[config.mk]
export PLATFORM = sky130hd
export DESIGN_NAME = uic_core
export DESIGN_NICKNAME = d
export VERILOG_FILES = /design/src/hdl/uic_pkg.sv /design/src/hdl/uic_core.sv
export VERILOG_INCLUDE_DIRS = /design/src /design/src/hdl
export SDC_FILE = /design/constraint.sdc
export NUM_CORES = 1
export LEC_CHECK = 0
export BUFFER_PORTS_ARGS = -buffer_cell sky130_fd_sc_hd__buf_4
export CORE_ASPECT_RATIO = 2
export CORE_MARGIN = 2
export CORE_UTILIZATION = 30
export CTS_CLUSTER_DIAMETER = 120
export DETAILED_ROUTE_END_ITERATION = 16
export PLACE_DENSITY = 0.46
export SYNTH_ARGS = -nofsm -noshare
export SYNTH_HDL_FRONTEND = slang
export SYNTH_SLANG_ARGS = --single-unit
[constraint.sdc]
create_clock -name clk -period 6.8 [get_ports clk]
set_input_delay 1.36 -clock clk [delete_from_list [all_inputs] [get_ports clk]]
set_output_delay 1.36 -clock clk [all_outputs]
set_load 0.02 [all_outputs]
[src/hdl/uic_cfg.svh]
`ifndef UIC_CFG_SVH
`define UIC_CFG_SVH
// ========================================
// Register indices.
`define UIC_IDX_DATA 4'h0
`define UIC_IDX_LINE 4'h1
`define UIC_IDX_CTRL 4'h2
`define UIC_IDX_IBRD 4'h3
`define UIC_IDX_FBRD 4'h4
`define UIC_IDX_IMSC 4'h5
`define UIC_IDX_RIS 4'h6
`define UIC_IDX_MIS 4'h7
`define UIC_IDX_ICR 4'h8
`define UIC_IDX_DMACR 4'h9
`define UIC_IDX_LPDIV 4'hA
`define UIC_IDX_FLAG 4'hB
// ========================================
// Interrupt bit positions.
`define UIC_B_OE 10
`define UIC_B_BE 9
`define UIC_B_PE 8
`define UIC_B_FE 7
`define UIC_B_RT 6
`define UIC_B_TX 5
`define UIC_B_RX 4
// Line control and control bit positions.
`define UIC_L_FEN 4
`define UIC_L_STP2 3
`define UIC_L_EPS 2
`define UIC_L_PEN 1
`define UIC_L_BRK 0
`define UIC_C_EN 0
`define UIC_C_TXE 8
`define UIC_C_RXE 9
// DMA control bit positions.
`define UIC_D_ONERR 2
`define UIC_D_TXE 1
`define UIC_D_RXE 0
// ========================================
// Counts and reset values.
`define UIC_TIMEOUT 9'h1FF
`define UIC_RX_WATER 6'h04
`define UIC_TX_WATER 6'h04
`define UIC_IRQ_RESET 11'h000
`endif

[src/hdl/uic_pkg.sv]
package uic_pkg;
	typedef enum logic [2:0] {TX_IDLE, TX_START, TX_DATA, TX_PAR,
		TX_STOP} uic_tx_t;
	typedef enum logic [2:0] {RX_IDLE, RX_START, RX_DATA, RX_PAR,
		RX_STOP} uic_rx_t;
endpackage

[src/hdl/uic_core.sv]
`timescale 1ns/100ps
`include "uic_cfg.svh"
// ========================================
// FIFO with valid and ready on both sides.
module uic_fifo #(
	parameter int W = 8,
	parameter int DEPTH = 32,
	parameter int CW = $clog2(DEPTH + 1)
) (
	input wire logic clk,
	input wire logic reset_n,
	input wire logic oneDeep,
	input wire logic inValid,
	input wire logic [W-1:0] inData,
	output logic inReady,
	output logic outValid,
	output logic [W-1:0] outData,
	input wire logic outReady,
	output logic [CW-1:0] count
);
	localparam int AW = $clog2(DEPTH);
	logic [W-1:0] mem [DEPTH];
	logic [AW-1:0] wrPtr_q, wrPtr_d, rdPtr_q, rdPtr_d;
	logic [CW-1:0] cnt_q, cnt_d;
	logic push, pop;
	// Disabled mode limits the buffer to one entry.
	always_comb begin
		inReady = cnt_q < (oneDeep ? CW'(1) : CW'(DEPTH));
		outValid = cnt_q != '0;
		outData = mem[rdPtr_q];
		count = cnt_q;
		push = inValid && inReady;
		pop = outValid && outReady;
		wrPtr_d = push ? wrPtr_q + 1'b1 : wrPtr_q;
		rdPtr_d = pop ? rdPtr_q + 1'b1 : rdPtr_q;
		cnt_d = cnt_q + CW'(push) - CW'(pop);
	end
	// Pointer and count registers.
	always_ff @(posedge clk or negedge reset_n) begin
		if (!reset_n) begin
			wrPtr_q <= '0;
			rdPtr_q <= '0;
			cnt_q <= '0;
		end else begin
			wrPtr_q <= wrPtr_d;
			rdPtr_q <= rdPtr_d;
			cnt_q <= cnt_d;
		end
	end
	// Storage has no reset.
	always_ff @(posedge clk) begin
		if (push) begin
			mem[wrPtr_q] <= inData;
		end
	end
endmodule

// ========================================
// Serial transceiver core.
module uic_core #(
	parameter int DEPTH = 32
) (
	input wire logic clk,
	input wire logic reset_n,
	input wire logic [3:0] regIdx,
	input wire logic regWrite,
	input wire logic regRead,
	input wire logic [31:0] regWdata,
	output logic [31:0] regRdata,
	input wire logic rxd,
	output logic txd,
	input wire logic [3:0] modemIn,
	output logic combined_irq_output,
	output logic rx_dma_single_request,
	output logic rx_dma_burst_request,
	output logic txDmaSingleRequest,
	output logic txDmaBurstRequest,
	output logic infrared_lowpower_tick
);
	localparam int CW = $clog2(DEPTH + 1);
	// Register state.
	logic [7:0] line_q, line_d;
	logic [9:0] ctrl_q, ctrl_d;
	logic [15:0] divisor_integer_part_q, divisor_integer_part_d;
	logic [5:0] divisor_fraction_part_q, divisor_fraction_part_d;
	logic [10:0] imsc_q, imsc_d, ris_q, ris_d;
	logic [2:0] dmacr_q, dmacr_d;
	logic [7:0] lpDiv_q, lpDiv_d, lpCnt_q, lpCnt_d;
	logic [31:0] rdata_d;
	logic irq_d, rxS_d, rxB_d, txS_d, txB_d, lpTick_d;
	// Baud generator state.
	logic [15:0] baudCnt_q, baudCnt_d;
	logic [5:0] fracAcc_q, fracAcc_d;
	logic tick_q, tick_d;
	// Pin synchronisers: three stages, change once stages two and three agree.
	logic [4:0] s1_q, s2_q, s3_q, filt_q, filt_d;
	logic rxF;
	// Transmit path.
	uic_pkg::uic_tx_t txSt_q, txSt_d;
	logic [3:0] txTk_q, txTk_d;
	logic [2:0] txBit_q, txBit_d;
	logic [7:0] txSh_q, txSh_d;
	logic txStop2_q, txStop2_d, txd_d;
	logic txInValid, txInReady, txOutValid, txPop;
	logic [7:0] txOutData;
	logic [CW-1:0] txCount;
	// Receive path.
	uic_pkg::uic_rx_t rxSt_q, rxSt_d;
	logic [3:0] rxTk_q, rxTk_d;
	logic [2:0] rxBit_q, rxBit_d;
	logic [7:0] rxSh_q, rxSh_d;
	logic rxPe_q, rxPe_d, ovrPend_q, ovrPend_d;
	logic rxArm_q, rxArm_d;
	logic [8:0] rtCnt_q, rtCnt_d;
	logic rxPush, rxInReady, rxOutValid, rxPop, rxOk;
	logic [11:0] rxEntry, rxOutData;
	logic [CW-1:0] rxCount;
	logic wrHit, rdHit, fen, lineTick;

	// Transmit buffer: data writes fill, serializer drains.
	uic_fifo #(.W(8), .DEPTH(DEPTH)) txFifo (
		.clk(clk), .reset_n(reset_n), .oneDeep(!fen),
		.inValid(txInValid), .inData(regWdata[7:0]), .inReady(txInReady),
		.outValid(txOutValid), .outData(txOutData), .outReady(txPop),
		.count(txCount)
	);
	// Receive buffer: deserializer fills, data reads drain.
	uic_fifo #(.W(12), .DEPTH(DEPTH)) rxFifo (
		.clk(clk), .reset_n(reset_n), .oneDeep(!fen),
		.inValid(rxPush), .inData(rxEntry), .inReady(rxInReady),
		.outValid(rxOutValid), .outData(rxOutData), .outReady(rxPop),
		.count(rxCount)
	);

	// Register port decode, status flags and request outputs.
	always_comb begin
		fen = line_q[`UIC_L_FEN];
		wrHit = regWrite;
		rdHit = regRead;
		txInValid = wrHit && regIdx == `UIC_IDX_DATA;
		rxPop = rdHit && regIdx == `UIC_IDX_DATA;
		line_d = line_q;
		ctrl_d = ctrl_q;
		divisor_integer_part_d = divisor_integer_part_q;
		divisor_fraction_part_d = divisor_fraction_part_q;
		imsc_d = imsc_q;
		dmacr_d = dmacr_q;
		lpDiv_d = lpDiv_q;
		ris_d = ris_q;
		if (wrHit) begin
			case (regIdx)
				`UIC_IDX_LINE: line_d = regWdata[7:0];
				`UIC_IDX_CTRL: ctrl_d = regWdata[9:0];
				`UIC_IDX_IBRD: divisor_integer_part_d = regWdata[15:0];
				`UIC_IDX_FBRD: divisor_fraction_part_d = regWdata[5:0];
				`UIC_IDX_IMSC: imsc_d = regWdata[10:0];
				`UIC_IDX_ICR: ris_d = ris_q & ~regWdata[10:0];
				`UIC_IDX_DMACR: dmacr_d = regWdata[2:0];
				`UIC_IDX_LPDIV: lpDiv_d = regWdata[7:0];
				default: ;
			endcase
		end
		// Sources set after clears so a set in the same cycle wins.
		if (txInValid) begin
			ris_d[`UIC_B_TX] = 1'b0;
		end
		if (txPop && txCount == CW'(1)) begin
			ris_d[`UIC_B_TX] = 1'b1;
		end
		if (rxPush) begin
			ris_d[`UIC_B_RX] = 1'b1;
			// A character that finds the buffer full flags overrun at once.
			ris_d[`UIC_B_OE] = ris_d[`UIC_B_OE] | rxEntry[11] | !rxInReady;
			ris_d[`UIC_B_BE] = ris_d[`UIC_B_BE] | rxEntry[10];
			ris_d[`UIC_B_PE] = ris_d[`UIC_B_PE] | rxEntry[9];
			ris_d[`UIC_B_FE] = ris_d[`UIC_B_FE] | rxEntry[8];
		end
		if (rxCount != '0 && rtCnt_q == `UIC_TIMEOUT) begin
			ris_d[`UIC_B_RT] = 1'b1;
		end
		ris_d[3:0] = ris_d[3:0] | (filt_d[3:0] ^ filt_q[3:0]);
		case (regIdx)
			`UIC_IDX_DATA: rdata_d = {20'h00000, rxOutData};
			`UIC_IDX_LINE: rdata_d = {24'h000000, line_q};
			`UIC_IDX_CTRL: rdata_d = {22'h000000, ctrl_q};
			`UIC_IDX_IBRD: rdata_d = {16'h0000, divisor_integer_part_q};
			`UIC_IDX_FBRD: rdata_d = {26'h0000000, divisor_fraction_part_q};
			`UIC_IDX_IMSC: rdata_d = {21'h000000, imsc_q};
			`UIC_IDX_RIS: rdata_d = {21'h000000, ris_q};
			`UIC_IDX_MIS: rdata_d = {21'h000000, ris_q & imsc_q};
			`UIC_IDX_DMACR: rdata_d = {29'h00000000, dmacr_q};
			`UIC_IDX_LPDIV: rdata_d = {24'h000000, lpDiv_q};
			`UIC_IDX_FLAG: rdata_d = {26'h0000000, txSt_q != uic_pkg::TX_IDLE,
				!rxOutValid, !txInReady, rxInReady, txCount == '0, 1'b0};
			default: rdata_d = 32'h00000000;
		endcase
		if (!rdHit) begin
			rdata_d = regRdata;
		end
		irq_d = |(ris_q & imsc_q);
		rxOk = dmacr_q[`UIC_D_RXE] && !(dmacr_q[`UIC_D_ONERR] &&
			|ris_q[`UIC_B_OE:`UIC_B_FE]);
		rxS_d = rxOk && rxOutValid;
		rxB_d = rxOk && rxCount >= CW'(`UIC_RX_WATER);
		txS_d = dmacr_q[`UIC_D_TXE] && txInReady;
		txB_d = dmacr_q[`UIC_D_TXE] && (CW'(DEPTH) - txCount) >=
			CW'(`UIC_TX_WATER) && fen;
		// Low-power tick divides the clock by the low-power divisor plus one.
		lpTick_d = lpCnt_q == 8'h00;
		lpCnt_d = lpTick_d ? lpDiv_q : lpCnt_q - 8'h01;
	end
	// Register file and output registers.
	always_ff @(posedge clk or negedge reset_n) begin
		if (!reset_n) begin
			line_q <= 8'h00;
			ctrl_q <= 10'h000;
			divisor_integer_part_q <= 16'h0001;
			divisor_fraction_part_q <= 6'h00;
			imsc_q <= `UIC_IRQ_RESET;
			ris_q <= `UIC_IRQ_RESET;
			dmacr_q <= 3'h0;
			lpDiv_q <= 8'h00;
			lpCnt_q <= 8'h00;
			regRdata <= 32'h00000000;
			combined_irq_output <= 1'b0;
			rx_dma_single_request <= 1'b0;
			rx_dma_burst_request <= 1'b0;
			txDmaSingleRequest <= 1'b0;
			txDmaBurstRequest <= 1'b0;
			infrared_lowpower_tick <= 1'b0;
		end else begin
			line_q <= line_d;
			ctrl_q <= ctrl_d;
			divisor_integer_part_q <= divisor_integer_part_d;
			divisor_fraction_part_q <= divisor_fraction_part_d;
			imsc_q <= imsc_d;
			ris_q <= ris_d;
			dmacr_q <= dmacr_d;
			lpDiv_q <= lpDiv_d;
			lpCnt_q <= lpCnt_d;
			regRdata <= rdata_d;
			combined_irq_output <= irq_d;
			rx_dma_single_request <= rxS_d;
			rx_dma_burst_request <= rxB_d;
			txDmaSingleRequest <= txS_d;
			txDmaBurstRequest <= txB_d;
			infrared_lowpower_tick <= lpTick_d;
		end
	end

	// Fractional baud: period is integer part, plus one when the
	// sixty-fourths accumulator carries.
	always_comb begin
		logic [6:0] sum;
		sum = {1'b0, fracAcc_q} + {1'b0, divisor_fraction_part_q};
		tick_d = baudCnt_q == 16'h0000;
		baudCnt_d = baudCnt_q - 16'h0001;
		fracAcc_d = fracAcc_q;
		if (tick_d) begin
			baudCnt_d = (divisor_integer_part_q == 16'h0000) ? 16'h0000 :
				divisor_integer_part_q - 16'h0001 + {15'h0000, sum[6]};
			fracAcc_d = sum[5:0];
		end
		filt_d = filt_q;
		for (int i = 0; i < 5; i++) begin
			if (s2_q[i] == s3_q[i]) begin
				filt_d[i] = s3_q[i];
			end
		end
		rxF = filt_q[4];
		lineTick = tick_q && ctrl_q[`UIC_C_EN];
	end
	// Baud counter and pin synchronisers.
	always_ff @(posedge clk or negedge reset_n) begin
		if (!reset_n) begin
			baudCnt_q <= 16'h0000;
			fracAcc_q <= 6'h00;
			tick_q <= 1'b0;
			s1_q <= 5'h1F;
			s2_q <= 5'h1F;
			s3_q <= 5'h1F;
			filt_q <= 5'h1F;
		end else begin
			baudCnt_q <= baudCnt_d;
			fracAcc_q <= fracAcc_d;
			tick_q <= tick_d;
			s1_q <= {rxd, modemIn};
			s2_q <= s1_q;
			s3_q <= s2_q;
			filt_q <= filt_d;
		end
	end

	// Serializer: start, data LSB first, parity, one or two stops.
	always_comb begin
		txSt_d = txSt_q;
		txTk_d = txTk_q;
		txBit_d = txBit_q;
		txSh_d = txSh_q;
		txStop2_d = txStop2_q;
		txPop = 1'b0;
		txd_d = 1'b1;
		case (txSt_q)
			uic_pkg::TX_IDLE: begin
				if (txOutValid && ctrl_q[`UIC_C_TXE] && lineTick) begin
					txPop = 1'b1;
					txSh_d = txOutData;
					txSt_d = uic_pkg::TX_START;
					txTk_d = 4'h0;
				end
			end
			uic_pkg::TX_START: txd_d = 1'b0;
			uic_pkg::TX_DATA: txd_d = txSh_q[txBit_q];
			uic_pkg::TX_PAR: txd_d = line_q[`UIC_L_EPS] ? ^txSh_q : ~^txSh_q;
			uic_pkg::TX_STOP: txd_d = 1'b1;
			default: txSt_d = uic_pkg::TX_IDLE;
		endcase
		if (txSt_q != uic_pkg::TX_IDLE && lineTick) begin
			txTk_d = txTk_q + 4'h1;
			if (txTk_q == 4'hF) begin
				case (txSt_q)
					uic_pkg::TX_START: begin
						txSt_d = uic_pkg::TX_DATA;
						txBit_d = 3'h0;
						txStop2_d = line_q[`UIC_L_STP2];
					end
					uic_pkg::TX_DATA: begin
						txBit_d = txBit_q + 3'h1;
						if (txBit_q == 3'h7) begin
							txSt_d = line_q[`UIC_L_PEN] ? uic_pkg::TX_PAR :
								uic_pkg::TX_STOP;
						end
					end
					uic_pkg::TX_PAR: txSt_d = uic_pkg::TX_STOP;
					default: begin
						txStop2_d = 1'b0;
						if (!txStop2_q) begin
							txSt_d = uic_pkg::TX_IDLE;
						end
					end
				endcase
			end
		end
		if (line_q[`UIC_L_BRK] && txSt_q == uic_pkg::TX_IDLE) begin
			txd_d = 1'b0;
		end
	end
	// Serializer registers.
	always_ff @(posedge clk or negedge reset_n) begin
		if (!reset_n) begin
			txSt_q <= uic_pkg::TX_IDLE;
			txTk_q <= 4'h0;
			txBit_q <= 3'h0;
			txSh_q <= 8'h00;
			txStop2_q <= 1'b0;
			txd <= 1'b1;
		end else begin
			txSt_q <= txSt_d;
			txTk_q <= txTk_d;
			txBit_q <= txBit_d;
			txSh_q <= txSh_d;
			txStop2_q <= txStop2_d;
			txd <= txd_d;
		end
	end

	// Deserializer: start bit checked at mid-bit, then sampled
	// every sixteen ticks; errors stored with the byte.
	always_comb begin
		rxSt_d = rxSt_q;
		rxTk_d = rxTk_q;
		rxBit_d = rxBit_q;
		rxSh_d = rxSh_q;
		rxPe_d = rxPe_q;
		ovrPend_d = ovrPend_q;
		rxArm_d = 1'b0;
		rxPush = 1'b0;
		// Break means the whole frame low: data, parity bit level and stop.
		rxEntry = {ovrPend_q, rxSh_q == 8'h00 && !rxF &&
			(!line_q[`UIC_L_PEN] || rxPe_q == !line_q[`UIC_L_EPS]),
			rxPe_q, !rxF, rxSh_q};
		if (lineTick) begin
			rxTk_d = rxTk_q + 4'h1;
		end
		case (rxSt_q)
			uic_pkg::RX_IDLE: begin
				rxTk_d = 4'h0;
				// A start needs the line seen idle first, so a low stop bit
				// or a break does not restart the receiver.
				rxArm_d = rxArm_q || rxF;
				if (!rxF && rxArm_q && ctrl_q[`UIC_C_RXE] &&
					lineTick) begin
					rxSt_d = uic_pkg::RX_START;
					rxArm_d = 1'b0;
				end
			end
			uic_pkg::RX_START: begin
				if (lineTick && rxTk_q == 4'h7) begin
					rxSt_d = rxF ? uic_pkg::RX_IDLE : uic_pkg::RX_DATA;
					rxTk_d = 4'h0;
					rxBit_d = 3'h0;
					rxPe_d = 1'b0;
				end
			end
			default: begin
				if (lineTick && rxTk_q == 4'hF) begin
					case (rxSt_q)
						uic_pkg::RX_DATA: begin
							rxSh_d = {rxF, rxSh_q[7:1]};
							rxBit_d = rxBit_q + 3'h1;
							if (rxBit_q == 3'h7) begin
								rxSt_d = line_q[`UIC_L_PEN] ? uic_pkg::RX_PAR :
									uic_pkg::RX_STOP;
							end
						end
						uic_pkg::RX_PAR: begin
							rxPe_d = rxF ^ ^rxSh_q ^ ~line_q[`UIC_L_EPS];
							rxSt_d = uic_pkg::RX_STOP;
						end
						default: begin
							rxSt_d = uic_pkg::RX_IDLE;
							rxPush = 1'b1;
							ovrPend_d = !rxInReady;
							if (rxInReady) begin
								ovrPend_d = 1'b0;
							end
						end
					endcase
				end
			end
		endcase
		// Idle timer restarts on any FIFO activity.
		rtCnt_d = rtCnt_q;
		if (rxPush || rxPop || rxCount == '0) begin
			rtCnt_d = 9'h000;
		end else if (lineTick && rtCnt_q != `UIC_TIMEOUT) begin
			rtCnt_d = rtCnt_q + 9'h001;
		end
	end
	// Deserializer registers.
	always_ff @(posedge clk or negedge reset_n) begin
		if (!reset_n) begin
			rxSt_q <= uic_pkg::RX_IDLE;
			rxTk_q <= 4'h0;
			rxBit_q <= 3'h0;
			rxSh_q <= 8'h00;
			rxPe_q <= 1'b0;
			ovrPend_q <= 1'b0;
			rxArm_q <= 1'b0;
			rtCnt_q <= 9'h000;
		end else begin
			rxSt_q <= rxSt_d;
			rxTk_q <= rxTk_d;
			rxBit_q <= rxBit_d;
			rxSh_q <= rxSh_d;
			rxPe_q <= rxPe_d;
			ovrPend_q <= ovrPend_d;
			rxArm_q <= rxArm_d;
			rtCnt_q <= rtCnt_d;
		end
	end

	// ========================================
	// Checks.
	property p_irq;
		@(posedge clk) disable iff (!reset_n)
		##1 combined_irq_output == |($past(ris_q) & $past(imsc_q));
	endproperty
	a_irq: assert property (p_irq) else $error("irq not OR of mis");
	property p_mis;
		@(posedge clk) disable iff (!reset_n)
		regRead && regIdx == `UIC_IDX_MIS |=>
			regRdata[10:0] == ($past(ris_q) & $past(imsc_q));
	endproperty
	a_mis: assert property (p_mis) else $error("mis read wrong");
	property p_clr;
		@(posedge clk) disable iff (!reset_n)
		regWrite && regIdx == `UIC_IDX_ICR && regWdata[`UIC_B_RX] &&
			!rxPush |=> !ris_q[`UIC_B_RX];
	endproperty
	a_clr: assert property (p_clr) else $error("clear failed");
	property p_keep;
		@(posedge clk) disable iff (!reset_n)
		regWrite && regIdx == `UIC_IDX_ICR && regWdata == 32'h00000000 &&
			!txInValid |=> (ris_q & $past(ris_q)) == $past(ris_q);
	endproperty
	a_keep: assert property (p_keep) else $error("zero cleared");
	property p_dmaerr;
		@(posedge clk) disable iff (!reset_n)
		dmacr_q[`UIC_D_ONERR] && |ris_q[`UIC_B_OE:`UIC_B_FE] |=>
			!rx_dma_single_request && !rx_dma_burst_request;
	endproperty
	a_dmaerr: assert property (p_dmaerr) else $error("dma on error");
	property p_txdma;
		@(posedge clk) disable iff (!reset_n)
		!dmacr_q[`UIC_D_TXE] |=> !txDmaSingleRequest && !txDmaBurstRequest;
	endproperty
	a_txdma: assert property (p_txdma) else $error("tx dma ungated");
	property p_start;
		@(posedge clk) disable iff (!reset_n)
		txSt_q == uic_pkg::TX_START |=> !txd;
	endproperty
	a_start: assert property (p_start) else $error("no start bit");
	property p_tick;
		@(posedge clk) disable iff (!reset_n)
		tick_q && divisor_integer_part_q == 16'h0002 &&
			divisor_fraction_part_q == 6'h00 && $stable(divisor_integer_part_q)
			|-> ##1 !tick_q ##1 tick_q;
	endproperty
	a_tick: assert property (p_tick) else $error("tick period");
	property p_rto;
		@(posedge clk) disable iff (!reset_n)
		rxCount != '0 && rtCnt_q == `UIC_TIMEOUT |=> ris_q[`UIC_B_RT];
	endproperty
	a_rto: assert property (p_rto) else $error("no rx timeout");
endmodule

## Word level (Yosys, flattened, before mapping)

Memory sizes are Yosys's and may differ from the RTL's. A register that Yosys moved wholly into a read port is not among the register bits.
Index checks and enable logic that the tools add are counted.
W data, S select, Z words.

| cells by class | value |
|---|---|
| equal/unequal tests | 35 |
| reductions and logical operators | 94 |
| add/subtract/negate cells | 19 |
| multiplexer cells | 66 |
| $lt $le $gt $ge | 5 |
| bitwise logic cells | 17 |

Operators by type and width:

| kind | count |
|---|---|
| $pmux W16 S11 | 1 |
| $mux W3 | 13 |
| $logic_not A16 Y1 | 2 |
| $mux W16 | 2 |
| $sub A16 B1 Y16 const B | 2 |
| $pmux W3 S2 | 5 |
| $logic_and A1 B1 Y1 | 28 |
| $mux W1 | 26 |
| $eq A4 B4 Y1 const B | 6 |
| $mux W4 | 6 |
| $reduce_and A2 Y1 | 12 |
| $and A11 B11 Y11 | 2 |
| $mux W11 | 2 |
| $reduce_bool A2 Y1 | 11 |
| $add A5 B1 Y5 const B | 4 |
| $eq A4 B3 Y1 const B | 5 |
| $mux W9 | 2 |
| $add A16 B1 Y16 | 1 |
| $logic_not A8 Y1 | 2 |
| $reduce_xor A8 Y1 | 2 |
| $add A6 B1 Y6 | 2 |
| $eq A3 B2 Y1 const B | 4 |
| $ge A6 B3 Y1 const B | 2 |
| $logic_not A6 Y1 | 2 |
| other kinds (45) | 92 |

| word-level totals | value |
|---|---|
| memories | 2 |
| flip-flop bits (word level) | 236 |
| input port bits | 45 |
| output and inout bits | 39 |
| memory bits (writable) | 640 |

Memory list:

| name | words | bits a word | rd ports | clocked after Yosys merged registers in | write ports | RTL line | source |
|---|---|---|---|---|---|---|---|
| rxFifo.mem | 32 | 12 | 1 | 0 | 1 | uic_core.sv:22 | `logic [W-1:0] mem [DEPTH];` |
| txFifo.mem | 32 | 8 | 1 | 1 | 1 | uic_core.sv:22 |  |

## Logic depth before layout (Yosys ltp)

Gate-level depths: netlist of run 1.

| depth | value |
|---|---|
| word-level depth | 9 |
| mapped depth | 15 |

## Modules after synthesis

From an unflattened synthesis of run 1, not the netlist that was laid out.

| second synthesis, totals | value |
|---|---|
| cells, all modules | 2274 |
| area total of the unflattened synthesis | 36575.1 um^2 |

Modules (own cells, without submodules):

| module | cells an instance | times used | area each (um^2) | sequential area each (um^2) |
|---|---|---|---|---|
| uic_fifo at rxFifo | 768 | 1 | 15725.1 | 11931.4 |
| uic_fifo at txFifo | 553 | 1 | 10821.6 | 8087.8 |
| uic_core | 953 | 1 | 10028.4 | 4932.2 |

## Least setup slack after synthesis of run 1

OpenSTA, ideal clock, no wires.

| path | value |
|---|---|
| kind | input to register |
| start point | input port regIdx[1] |
| end point | register rxFifo.cnt_q[4] (netlist: rxFifo.count[4]) |
| stages | 14 |
| buffers on the path | 2 |
| arrival time | 3648 ps |
| setup slack | 3030 ps |
| cells stage by stage | buf_2 -> nor4_2 -> and2_1 -> clkbuf_1 -> ha_1 -> inv_1 -> ha_1 -> inv_1 -> fa_1 -> inv_1 -> a21oi_1 -> nor2_1 -> nor2_1 -> xnor2_1 |

| on the way | value |
|---|---|
| longest elaborated chain between the ends | 4 |

RTL lines:

| item | RTL line | source |
|---|---|---|
| start: declaration | uic_core.sv:65 | `input wire logic [3:0] regIdx,` |
| $logic_not A4 Y1 | -- |  |
| $logic_and A1 B1 Y1 (no source line) | -- |  |
| $logic_and A1 B1 Y1 | uic_core.sv:33 | `pop = outValid && outReady;` |
| $sub A6 B1 Y6 | uic_core.sv:36 | `cnt_d = cnt_q + CW'(push) - CW'(pop);` |
| via rxFifo.cnt_d[4] | uic_core.sv:24 | `logic [CW-1:0] cnt_q, cnt_d;` |
| end signal: assignment | uic_core.sv:47 | `cnt_q <= cnt_d;` |
| end: declaration | uic_core.sv:24 |  |

The timed path passes the listed nets, and every way through them passes these cells.
A chain may end at the register's enable or synchronous reset.

## Worst setup path after layout of run 1

| path | value |
|---|---|
| start point | register rxTk_q[0] |
| end point | memory rxFifo.mem[5][6], enable pin |

| on the way | value |
|---|---|
| longest elaborated chain between the ends | 7 |

RTL lines:

| item | RTL line | source |
|---|---|---|
| start: declaration | uic_core.sv:109 | `logic [3:0] rxTk_q, rxTk_d;` |
| start signal: assignment | uic_core.sv:453 | `rxTk_q <= rxTk_d;` |
| $eq A4 B4 Y1 | uic_core.sv:406 | `if (lineTick && rxTk_q == 4'hF) begin` |
| $logic_and A1 B1 Y1 | uic_core.sv:406 |  |
| $mux W1 | uic_core.sv:406 |  |
| $mux W1 | uic_core.sv:385 | `case (rxSt_q)` |
| $logic_and A1 B1 Y1 | uic_core.sv:32 | `push = inValid && inReady;` |
| $mux W1 | uic_core.sv:52 | `if (push) begin` |
| $mux W1 (implied by the code) | uic_core.sv:53 | `mem[wrPtr_q] <= inData;` |
| end: declaration | uic_core.sv:22 |  |

Every way passes these cells.

==> impl_results.md, run 1 <==
- Status: finished, final reports clean
- Worst hold start: s1_q[4]
- Initial Utilization: 30.20%
- WL per Instance: 25.52 µm
- Grt ovf: 0
- Share of the synthesized area in the top cell type: 53.02%
- Final core utilization: 34.42%
- DRT iter0 DRCs: 1118
- First-pass GRT wire length: 145100 µm
- Synth cell count leaders: 640 x edfxtp_1, 206 x dfrtp_1, 140 x mux4_2
- CP endpoint kind: flop
- Post-synth cell types: 83
- Post-Syn Instances: 2208
- Crit start category: flop
- Syn-to-layout area delta: 14.00%
- CP max stage delay: 0.92 ns
- Critical path required time: 7.17 ns
- Largest net degree at the start of global routing: 125
- Clk slew on worst S/H paths: 0.07 ns
- Final GP Congestion: 0.8410
- Worst-Skew Late Latency: 0.68 ns
- Async SR Flop Fraction: 26.27%
- Fin. Hold Viols: 0
- Achievable frequency: 264.3 MHz
- Kind of critical path: reg -> reg
- # DRC: 0
- Clock Sinks: 868
- Antenna viol nets, final: 0
- Vias: 19680
- Vias in the first global route: 21280
- Total wire length: 100000 µm
- Die H: 495.6 µm
- Total of max-cap violations: 0
- CP bufs+invs: 1
- Filler cells: 11500
- Layout Nets: 2409
- Crit-path cells: ha_1 -> nand4_1 -> or2_1 -> a211oi_2 -> nand2_2 -> nor2_1 -> buf_4
- Hold buffers post-CTS: 0
- CP startpoint: rxTk_q[0]
- Yosys top cell by area: edfxtp_1
- Pre-CTS setup slack: 2.339 ns
- Critical R2R Launch: rxTk_q[0]
- Worst Path Arrival: 4.15 ns
- PostCTS Resize Cnt: 0
- Slowest-stage cell, CP: a211oi_2
- Die W: 249.8 µm
- CTS tree: done
- Unrepaired setup endpoints after global routing: false
- Max-slew violation count: 0
- Sequential area share after synthesis: 68.84%
- Ys flop type: edfxtp_1
- Mean Syn Cell Area: 16.42 µm²
- Clock Tree Root: clkbuf_16
- Leak: 13.52 nW
- TritonRoute pass-1 iters: 7
- Top cells by area, synth: edfxtp_1 53%, dfrtp_1 14%, mux4_2 8.7%
- Setup TNS: 0 ns
- Avg Vias per Cell: 5.020
- # Post-CTS Setup Buffers: 0
- Die area: 123800 µm²
- Hold Path Class: reg -> reg
- Hpwl dp: 68790 µm
- Ant diodes: 0
- Layout cell share with drive strength beyond 1: 21.83%
- Post-synth EDFFs: 640
- Port Buffers: 51
- Core Rows: 180
- Final worst slack: 3.017 ns
- Total track usage: 16.15%
- Syn Std Cell Area: 36250 µm²
- CP Max Fanout: 11
- Antenna violations before repair: 8
- Worst VDD drop: 0.1783 mV
- Most common cell in the netlist: edfxtp_1
- Relative max-transition margin: 19.47%
- I/O Pins: 84
- YS warnings: 0
- Clock skew: 0.02129 ns
- Worst-Margin Slew: 1.198 ns
- Synth Register Bits: 868
- PD cells: 320.1 nW/µm²
- Setup violators final: 0
- H-Tree Depth: 3
- Clk buf depth: 3
- Minimum clock period: 3.783 ns
- Core area: 120000 µm²
- Final Cycle Share: 55.63%
- CTS buffer count: 82
- Delay-heaviest family, CP: simple AND/OR/NAND/NOR gates
cell type report:
type | instances | area (µm²) | area share [%]
Inverter | 55 | 206.4 | 0.4996
Multi-Input combinational cell | 1178 | 10520 | 25.45
Clock buffer | 107 | 2292 | 5.547
Tap cell | 1547 | 1936 | 4.684
Clock inverter | 44 | 483.0 | 1.169
Timing Repair Buffer | 121 | 928.4 | 2.247
Sequential cell | 868 | 24960 | 60.41
layout by cell type (no fill, tap or decap), types with 8 or more instances in the layout:
cell type,Yosys,layout
or3_1,8,8
conb_1,1,16
clkinv_2,0,10
nand3_1,20,20
a211oi_1,22,21
a22oi_1,18,18
clkbuf_16,0,86
xor2_1,26,26
mux2i_1,56,56
ha_1,55,55
inv_1,52,52
xnor2_1,54,54
nand2b_1,21,21
nor3_1,17,17
clkbuf_1,46,14
dfrtp_1,206,201
mux2_2,76,76
mux4_2,140,140
o21ai_0,43,43
a21oi_1,43,42
edfxtp_1,640,640
bufinv_16,0,10
o21ai_1,16,16
nand3b_1,14,14
a221oi_1,8,8
nor4_1,13,13
a32oi_1,8,8
o221ai_1,12,12
nand4_1,19,19
nor2_1,135,135
buf_4,26,119
nor2b_1,25,23
dfstp_2,22,22
o22ai_1,62,62
clkinv_1,1,14
nand2_1,107,107
a22o_1,27,27
cell families after synthesis:
family	synth area share [%]
flip-flops	68.84
buffers and inverters	2.365
AO/OA/AOI/OAI	6.068
AND/OR/NAND/NOR	5.854
multiplexers	12.67
XOR/XNOR	1.995
other	0.01035
adder cells (fa/ha/maj)	2.202
state kept, by name, indices dropped and copies added, names as in the netlist, 6 cells and up:
signal and cells:
rxFifo.mem 384, ris_q 11, divisor_integer_part_q 16, lpDiv_q 8
line_q 8, rxSh_q 8, regRdata 16, ctrl_q 10
imsc_q 11, divisor_fraction_part_q 6, txFifo.mem 256, rtCnt_q 9
lpCnt_q 8, txFifo.count 6, fracAcc_q 6, txSh_q 8
rxFifo.count 6, baudCnt_q 16
metal layers:
metal | up-vias | track usage (%) | part of all wire [%]
met5 | - | 0 | 0.090
met4 | 14 | 7.676 | 4.4
met3 | 171 | 2.394 | 3.6
met2 | 366 | 32.54 | 58
met1 | 10360 | 15.83 | 34
li1 | 8769 | - | -
worst paths after layout:
check | end | slack (ns) | depth (start not counted)
worst max-delay path | rxFifo.mem[5][6] | 3.02 | 7
worst min-delay path | s2_q[4] | 0.36 | 0
worst max register to register | rxFifo.mem[5][6] | 3.02 | 7
worst min register to register | s2_q[4] | 0.36 | 0
max in group asynchronous | rxFifo.rdPtr_q[0] | 4.69 | 2
min in group asynchronous | divisor_integer_part_q[13] | 0.75 | 1
through the flow:
stage	hold slack [ns]	area, µm²	power (W)	instances
after floorplan	0.3452	36300	0.007865	2223
after global placement	0.3480	38550	0.008530	3769
after detailed placement	0.3488	38550	0.008583	3769
after CTS	0.3579	41320	0.01341	3920
after global routing	0.3588	41320	0.01378	3920
final	0.3559	41320	0.01323	3920
where the power goes:
group	switching, W	total [W]	internal, W
Clock	0.00203	0.00479	0.00276
Sequential	0.000396	0.00635	0.00596
Combinational	0.00116	0.00208	0.000917
No activity file was read; power rests on OpenSTA's default activity.
==> inputs of run 2 (changes only) <==
--- a/config.mk
+++ b/config.mk
@@ -12,7 +12,7 @@
 export CORE_UTILIZATION = 30
 export CTS_CLUSTER_DIAMETER = 120
 export DETAILED_ROUTE_END_ITERATION = 16
-export PLACE_DENSITY = 0.46
+export PLACE_DENSITY = 0.48
 export SYNTH_ARGS = -nofsm -noshare
 export SYNTH_HDL_FRONTEND = slang
 export SYNTH_SLANG_ARGS = --single-unit
==> constraint.sdc (replaced) <==
create_clock -name clk -period 3.09 [get_ports clk]
set_input_delay 0.618 -clock clk [delete_from_list [all_inputs] [get_ports clk]]
set_output_delay 0.618 -clock clk [all_outputs]
set_load 0.02 [all_outputs]
==> run 2 against run 1 <==
  * Via count increased by 1.9%
  * Setup slack got worse by 2.8 ns
  * Register-to-register slack got worse by 2.8 ns
  * Clock power increased by 120%
  * First-iteration DRC count decreased by 0.81%
  * Largest power group unchanged
  * Cell count increased by 2.8%
  * Fmax increased by 32%
  * Sequential cell count unchanged
  * Critical path type unchanged
==> impl_results.md, run 2 (same netlist as run 1, synthesis figures left out) <==
- Layout cell share with drive strength beyond 1: 25.23%
- Critical path required time: 3.67 ns
- CP Max Fanout: 5
- PD cells: 691.9 nW/µm²
- Crit start category: flop
- Max-slew violation count: 0
- Total of max-cap violations: 0
- Clk slew on worst S/H paths: 0.06 ns
- Reg with most FFs: rxFifo.mem
- Clk buf depth: 3
- Worst hold start: modemIn[3]
- # Post-CTS Setup Buffers: 0
- CP endpoint kind: flop
- Port Buffers: 51
- Total track usage: 16.23%
- First-pass GRT wire length: 146600 µm
- Minimum clock period: 2.860 ns
- Layout Nets: 2519
- Achievable frequency: 349.6 MHz
- Worst-Margin Slew: 1.082 ns
- Antenna violations before repair: 5
- CP bufs+invs: 3
- Die H: 495.6 µm
- TritonRoute pass-1 iters: 5
- Die W: 249.8 µm
- Die area: 123800 µm²
- Clock skew: 0.02503 ns
- Pre-CTS setup slack: 0.06031 ns
- Worst-Skew Late Latency: 0.67 ns
- Final GP Congestion: 0.8574
- Initial Utilization: 30.20%
- Final core utilization: 35.24%
- Clock Tree Root: clkbuf_16
- Post-Place Cells: 3876
- Most frequent cells in the layout: 640 x edfxtp_1, 211 x buf_4, 202 x dfrtp_1
- CP startpoint: txFifo.count[3]
- Crit-path cells: inv_2 -> ha_2 -> nor4bb_4 -> buf_4 -> and4b_1 -> ha_1 -> inv_1 -> ha_1 -> fa_2 -> a21oi_1 -> nor2_1 -> nor2_1 -> xor2_1
- Core area: 120000 µm²
- # DRC: 0
- Grt ovf: 0
- Leak: 14.13 nW
- H-Tree Depth: 3
- Status: finished, final reports clean
- Hold Path Class: in -> reg
- Worst VDD drop: 0.3889 mV
- Slowest-stage cell, CP: dfrtp_1
- Largest register FFs: 384
- Setup violators final: 0
- Delay-heaviest family, CP: adder cells
- Commonest non-fill, non-tap cell in the layout: edfxtp_1
- Total wire length: 100100 µm
- Setup TNS: 0 ns
- Kind of critical path: reg -> reg
- Hpwl dp: 70740 µm
- Final worst slack: 0.2299 ns
- Syn-to-layout area delta: 16.70%
- Fin. Hold Viols: 0
- DRT iter0 DRCs: 1109
- Filler cells: 11370
- Critical R2R Launch: txFifo.count[3]
- Total Power: 0.02927 W
- Relative max-transition margin: 27.59%
- CTS buffer count: 84
- CTS tree: done
- Clock Sinks: 868
- Worst Path Arrival: 3.44 ns
- Avg Vias per Cell: 4.977
- WL per Instance: 24.85 µm
- Core Rows: 180
- Antenna viol nets, final: 0
- Largest registers: rxFifo.mem (384), txFifo.mem (256)
- Vias: 20050
- Vias in the first global route: 21840
- Final non-filler cell total: 4029
- CP max stage delay: 0.42 ns
- Largest net degree at the start of global routing: 78
- Final Cycle Share: 92.56%
- I/O Pins: 84
## run 2: cell count changes in the layout (fill, tap and decap cells not counted), sizes merged
| cell | change |
|---|---|
| buf | +107 |
| clkinvlp | -5 |
| inv | +5 |
| bufinv | -3 |
| clkinv | +2 |
| clkbuf | +1 |
| diode | +1 |
| dlygate4sd3 | +1 |
## run 2: path summary, 6_finish.rpt
path                                        end  slack, ns  depth (start not counted)
worst max-delay path            txFifo.count[4]       0.23                         13
worst min-delay path                    s1_q[3]       0.06                          1
worst max register to register  txFifo.count[4]       0.23                         13
worst min register to register          s2_q[1]       0.35                          0
max in group asynchronous               s3_q[0]       1.72                          3
min in group asynchronous         baudCnt_q[12]       0.54                          2
## run 2: report_power, final
part | internal, W | switching [W] | leakage [nW] | total [W]
combinational | 0.00233 | 0.00269 | 4.86 | 0.00502
sequential | 0.0131 | 0.000807 | 7.95 | 0.0139
clock | 0.00585 | 0.00448 | 1.31 | 0.0103
total | 0.0213 | 0.00798 | 14.1 | 0.0293
## run 2: repair_timing
action,4_1_cts,5_1_grt
hold buffers,1,0
resized for setup,0,9
endpoints found under the setup margin,0,6
hold endpoints to repair,69,0
## run 2: area by class of cell
type | instances | area, µm² | share of cell area, %
Sequential cell | 868 | 24960 | 59.01
Inverter | 55 | 206.4 | 0.4880
Multi-Input combinational cell | 1178 | 10550 | 24.95
Timing Repair Buffer | 229 | 1929 | 4.561
Tap cell | 1547 | 1936 | 4.576
Clock buffer | 108 | 2298 | 5.434
Clock inverter | 43 | 414.1 | 0.9791
Antenna cell | 1 | 2.502 | 0.005916
## run 2: metrics by stage
step                hold WS (ns)  instance area, µm²
global route             0.02302               42300
detailed placement        0.3468               39540
global placement          0.3467               39540
CTS                     0.001870               42260
floorplan                 0.3224               36300
finish                   0.06196               42300
## run 2: metal layers
metal	up-vias	track usage, %	wire, µm
met4	6	8.795	5392
met5	-	0	26
met3	175	2.667	3673
met1	10480	15.70	33860
li1	8969	-	-
met2	421	32.27	57170
==> inputs of run 3 (changes only) <==
--- a/config.mk
+++ b/config.mk
@@ -12,7 +12,8 @@
 export CORE_UTILIZATION = 30
 export CTS_CLUSTER_DIAMETER = 120
 export DETAILED_ROUTE_END_ITERATION = 16
-export PLACE_DENSITY = 0.48
+export PLACE_DENSITY = 0.46
+export RECOVER_POWER = 50
 export SYNTH_ARGS = -nofsm -noshare
 export SYNTH_HDL_FRONTEND = slang
 export SYNTH_SLANG_ARGS = --single-unit
==> constraint.sdc (replaced) <==
create_clock -name clk -period 3.5 [get_ports clk]
set_input_delay 0.7 -clock clk [delete_from_list [all_inputs] [get_ports clk]]
set_output_delay 0.7 -clock clk [all_outputs]
set_load 0.02 [all_outputs]
==> run 3 against run 2 <==
  * The run now ends with capacitance limit, slew limit left
  * First-iteration DRC count up 0.63%
  * Clock skew up 0.0092 ns
  * Via count is 0.94% lower
  * Non-clock buffer count down 25
  * Register-to-register slack better by 0.12 ns
  * Global-route usage grew 0.23 points
  * Critical endpoint unchanged
  * Largest cell class unchanged
  * Highest routed layer unchanged
==> impl_results.md, run 3 (same netlist as run 1, synthesis figures left out) <==
- Status: finished, violations left
- Failing checks: capacitance limit, slew limit
- Clock Tree Root: clkbuf_16
- Die W: 249.8 µm
- Worst-Skew Late Latency: 0.68 ns
- H-Tree Depth: 3
- Layout cell share with drive strength beyond 1: 23.25%
- Crit start category: flop
- Commonest non-fill, non-tap cell in the layout: edfxtp_1
- Clock skew: 0.03427 ns
- Antenna violations before repair: 6
- Vias in the first global route: 21800
- # DRC: 0
- Smallest hold slack: 0.1443 ns
- I/O Pins: 84
- Unrepaired setup endpoints after global routing: false
- PD cells: 623.6 nW/µm²
- Final Cycle Share: 90.00%
- Largest registers: rxFifo.mem (384), txFifo.mem (256)
- First-pass GRT wire length: 148400 µm
- Kind of critical path: reg -> reg
- Filler cells: 11390
- Antenna viol nets, final: 0
- Core Rows: 180
- Achievable frequency: 317.4 MHz
- Clk slew on worst S/H paths: 0.06 ns
- CP endpoint kind: flop
- Ant diodes: 0
- Worst VDD drop: 0.4073 mV
- DRT iter0 DRCs: 1116
- Clk buf depth: 3
- Worst Path Arrival: 3.73 ns
- Fin. Hold Viols: 0
- Reg with most FFs: rxFifo.mem
- Grt ovf: 0
- Syn-to-layout area delta: 15.98%
- Die H: 495.6 µm
- Layout Nets: 2494
- Vias: 19870
- CP Max Fanout: 5
- Hold Path Class: in -> reg
- WL per Instance: 25.25 µm
- Max-slew violation count: 697
- CTS buffer count: 84
- Total track usage: 16.47%
- PostCTS Resize Cnt: 0
- Hold buffers post-CTS: 1
- Worst-Margin Slew: 2.545 ns
- Final GP Congestion: 0.8748
- Port Buffers: 51
- Total of max-cap violations: 18
- Die area: 123800 µm²
- TritonRoute pass-1 iters: 5
- Core area: 120000 µm²
- Leak: 13.96 nW
- Largest register FFs: 384
- Avg Vias per Cell: 4.958
- Largest net degree at the start of global routing: 64
- CTS tree: done
- Relative max-transition margin: -69.67%
- Setup violators final: 0
- FF-to-FF setup slack: 0.35 ns
- Critical path required time: 4.08 ns
- Initial Utilization: 30.20%
- Minimum clock period: 3.150 ns
- Setup TNS: 0 ns
- Most frequent cells in the layout: 640 x edfxtp_1, 202 x dfrtp_1, 168 x buf_4
- Hpwl dp: 71100 µm
- Clock Sinks: 868
- Total wire length: 101200 µm
- # Post-CTS Setup Buffers: 0
run 3: cell count changes in the layout (fill, tap and decap cells not counted), sizes merged:
cell and delta:
diode -1, clkinvlp -2, clkbuf +26, buf -54, bufinv +7, inv +2
run 3: routing by layer:
metal	global-route usage, %	part of all wire [%]	vias to the layer above
li1	-	-	8928
met1	16.32	34	10360
met2	32.80	57	391
met3	2.195	3.3	173
met4	8.640	5.1	12
met5	0	0.079	-
run 3: path summary, 6_finish.rpt:
check,from,end,depth (start not counted)
worst max-delay path,txFifo.count[3],txFifo.count[4],12
worst min-delay path,modemIn[2],s1_q[2],1
worst max register to register,txFifo.count[3],txFifo.count[4],12
worst min register to register,s1_q[2],s2_q[2],0
max in group asynchronous,reset_n,txFifo.count[2],3
min in group asynchronous,reset_n,divisor_integer_part_q[12],2
run 3: area by class of cell:
type                    count  area, µm²  share of cell area (%)
flip-flops and latches    868      24960                   59.38
multi-input cells        1178      10510                   24.99
clock buffers             105       2265                   5.387
well taps                1547       1936                   4.604
repair buffers            204       1516                   3.607
clock inverters            50      646.9                   1.539
inverters                  55      206.4                  0.4911
run 3: power by group:
| part | internal [W] | switching, W | total (W) |
|---|---|---|---|
| sequential | 0.0116 | 0.000817 | 0.0124 |
| clock | 0.00566 | 0.00405 | 0.00971 |
| combinational | 0.00188 | 0.00223 | 0.00411 |
| total | 0.0191 | 0.00710 | 0.0262 |
run 3: through the flow:
step	setup slack (ns)	utilization, %	total power (W)	instances	instance area (µm²)
floorplan	0.3900	-	0.01528	2223	36300
global placement	0.3199	32.69	0.01670	3851	39240
global route	0.09639	35.02	0.02734	4007	42040
finish	0.3499	35.02	0.02622	4007	42040
CTS	0.2940	35.12	0.02662	4007	42160
detailed placement	0.3225	32.69	0.01680	3851	39240
run 3: critical path, cell delays in order, from the launching register on:
cell and delay (ns):
dfrtp_1 0.41, inv_1 0.15, ha_1 0.25, nor4bb_1 0.48
and4b_1 0.29, ha_1 0.28, inv_1 0.04, ha_1 0.20
fa_1 0.44, a21oi_1 0.20, nor2_1 0.06, nor2_1 0.11
xor2_1 0.16
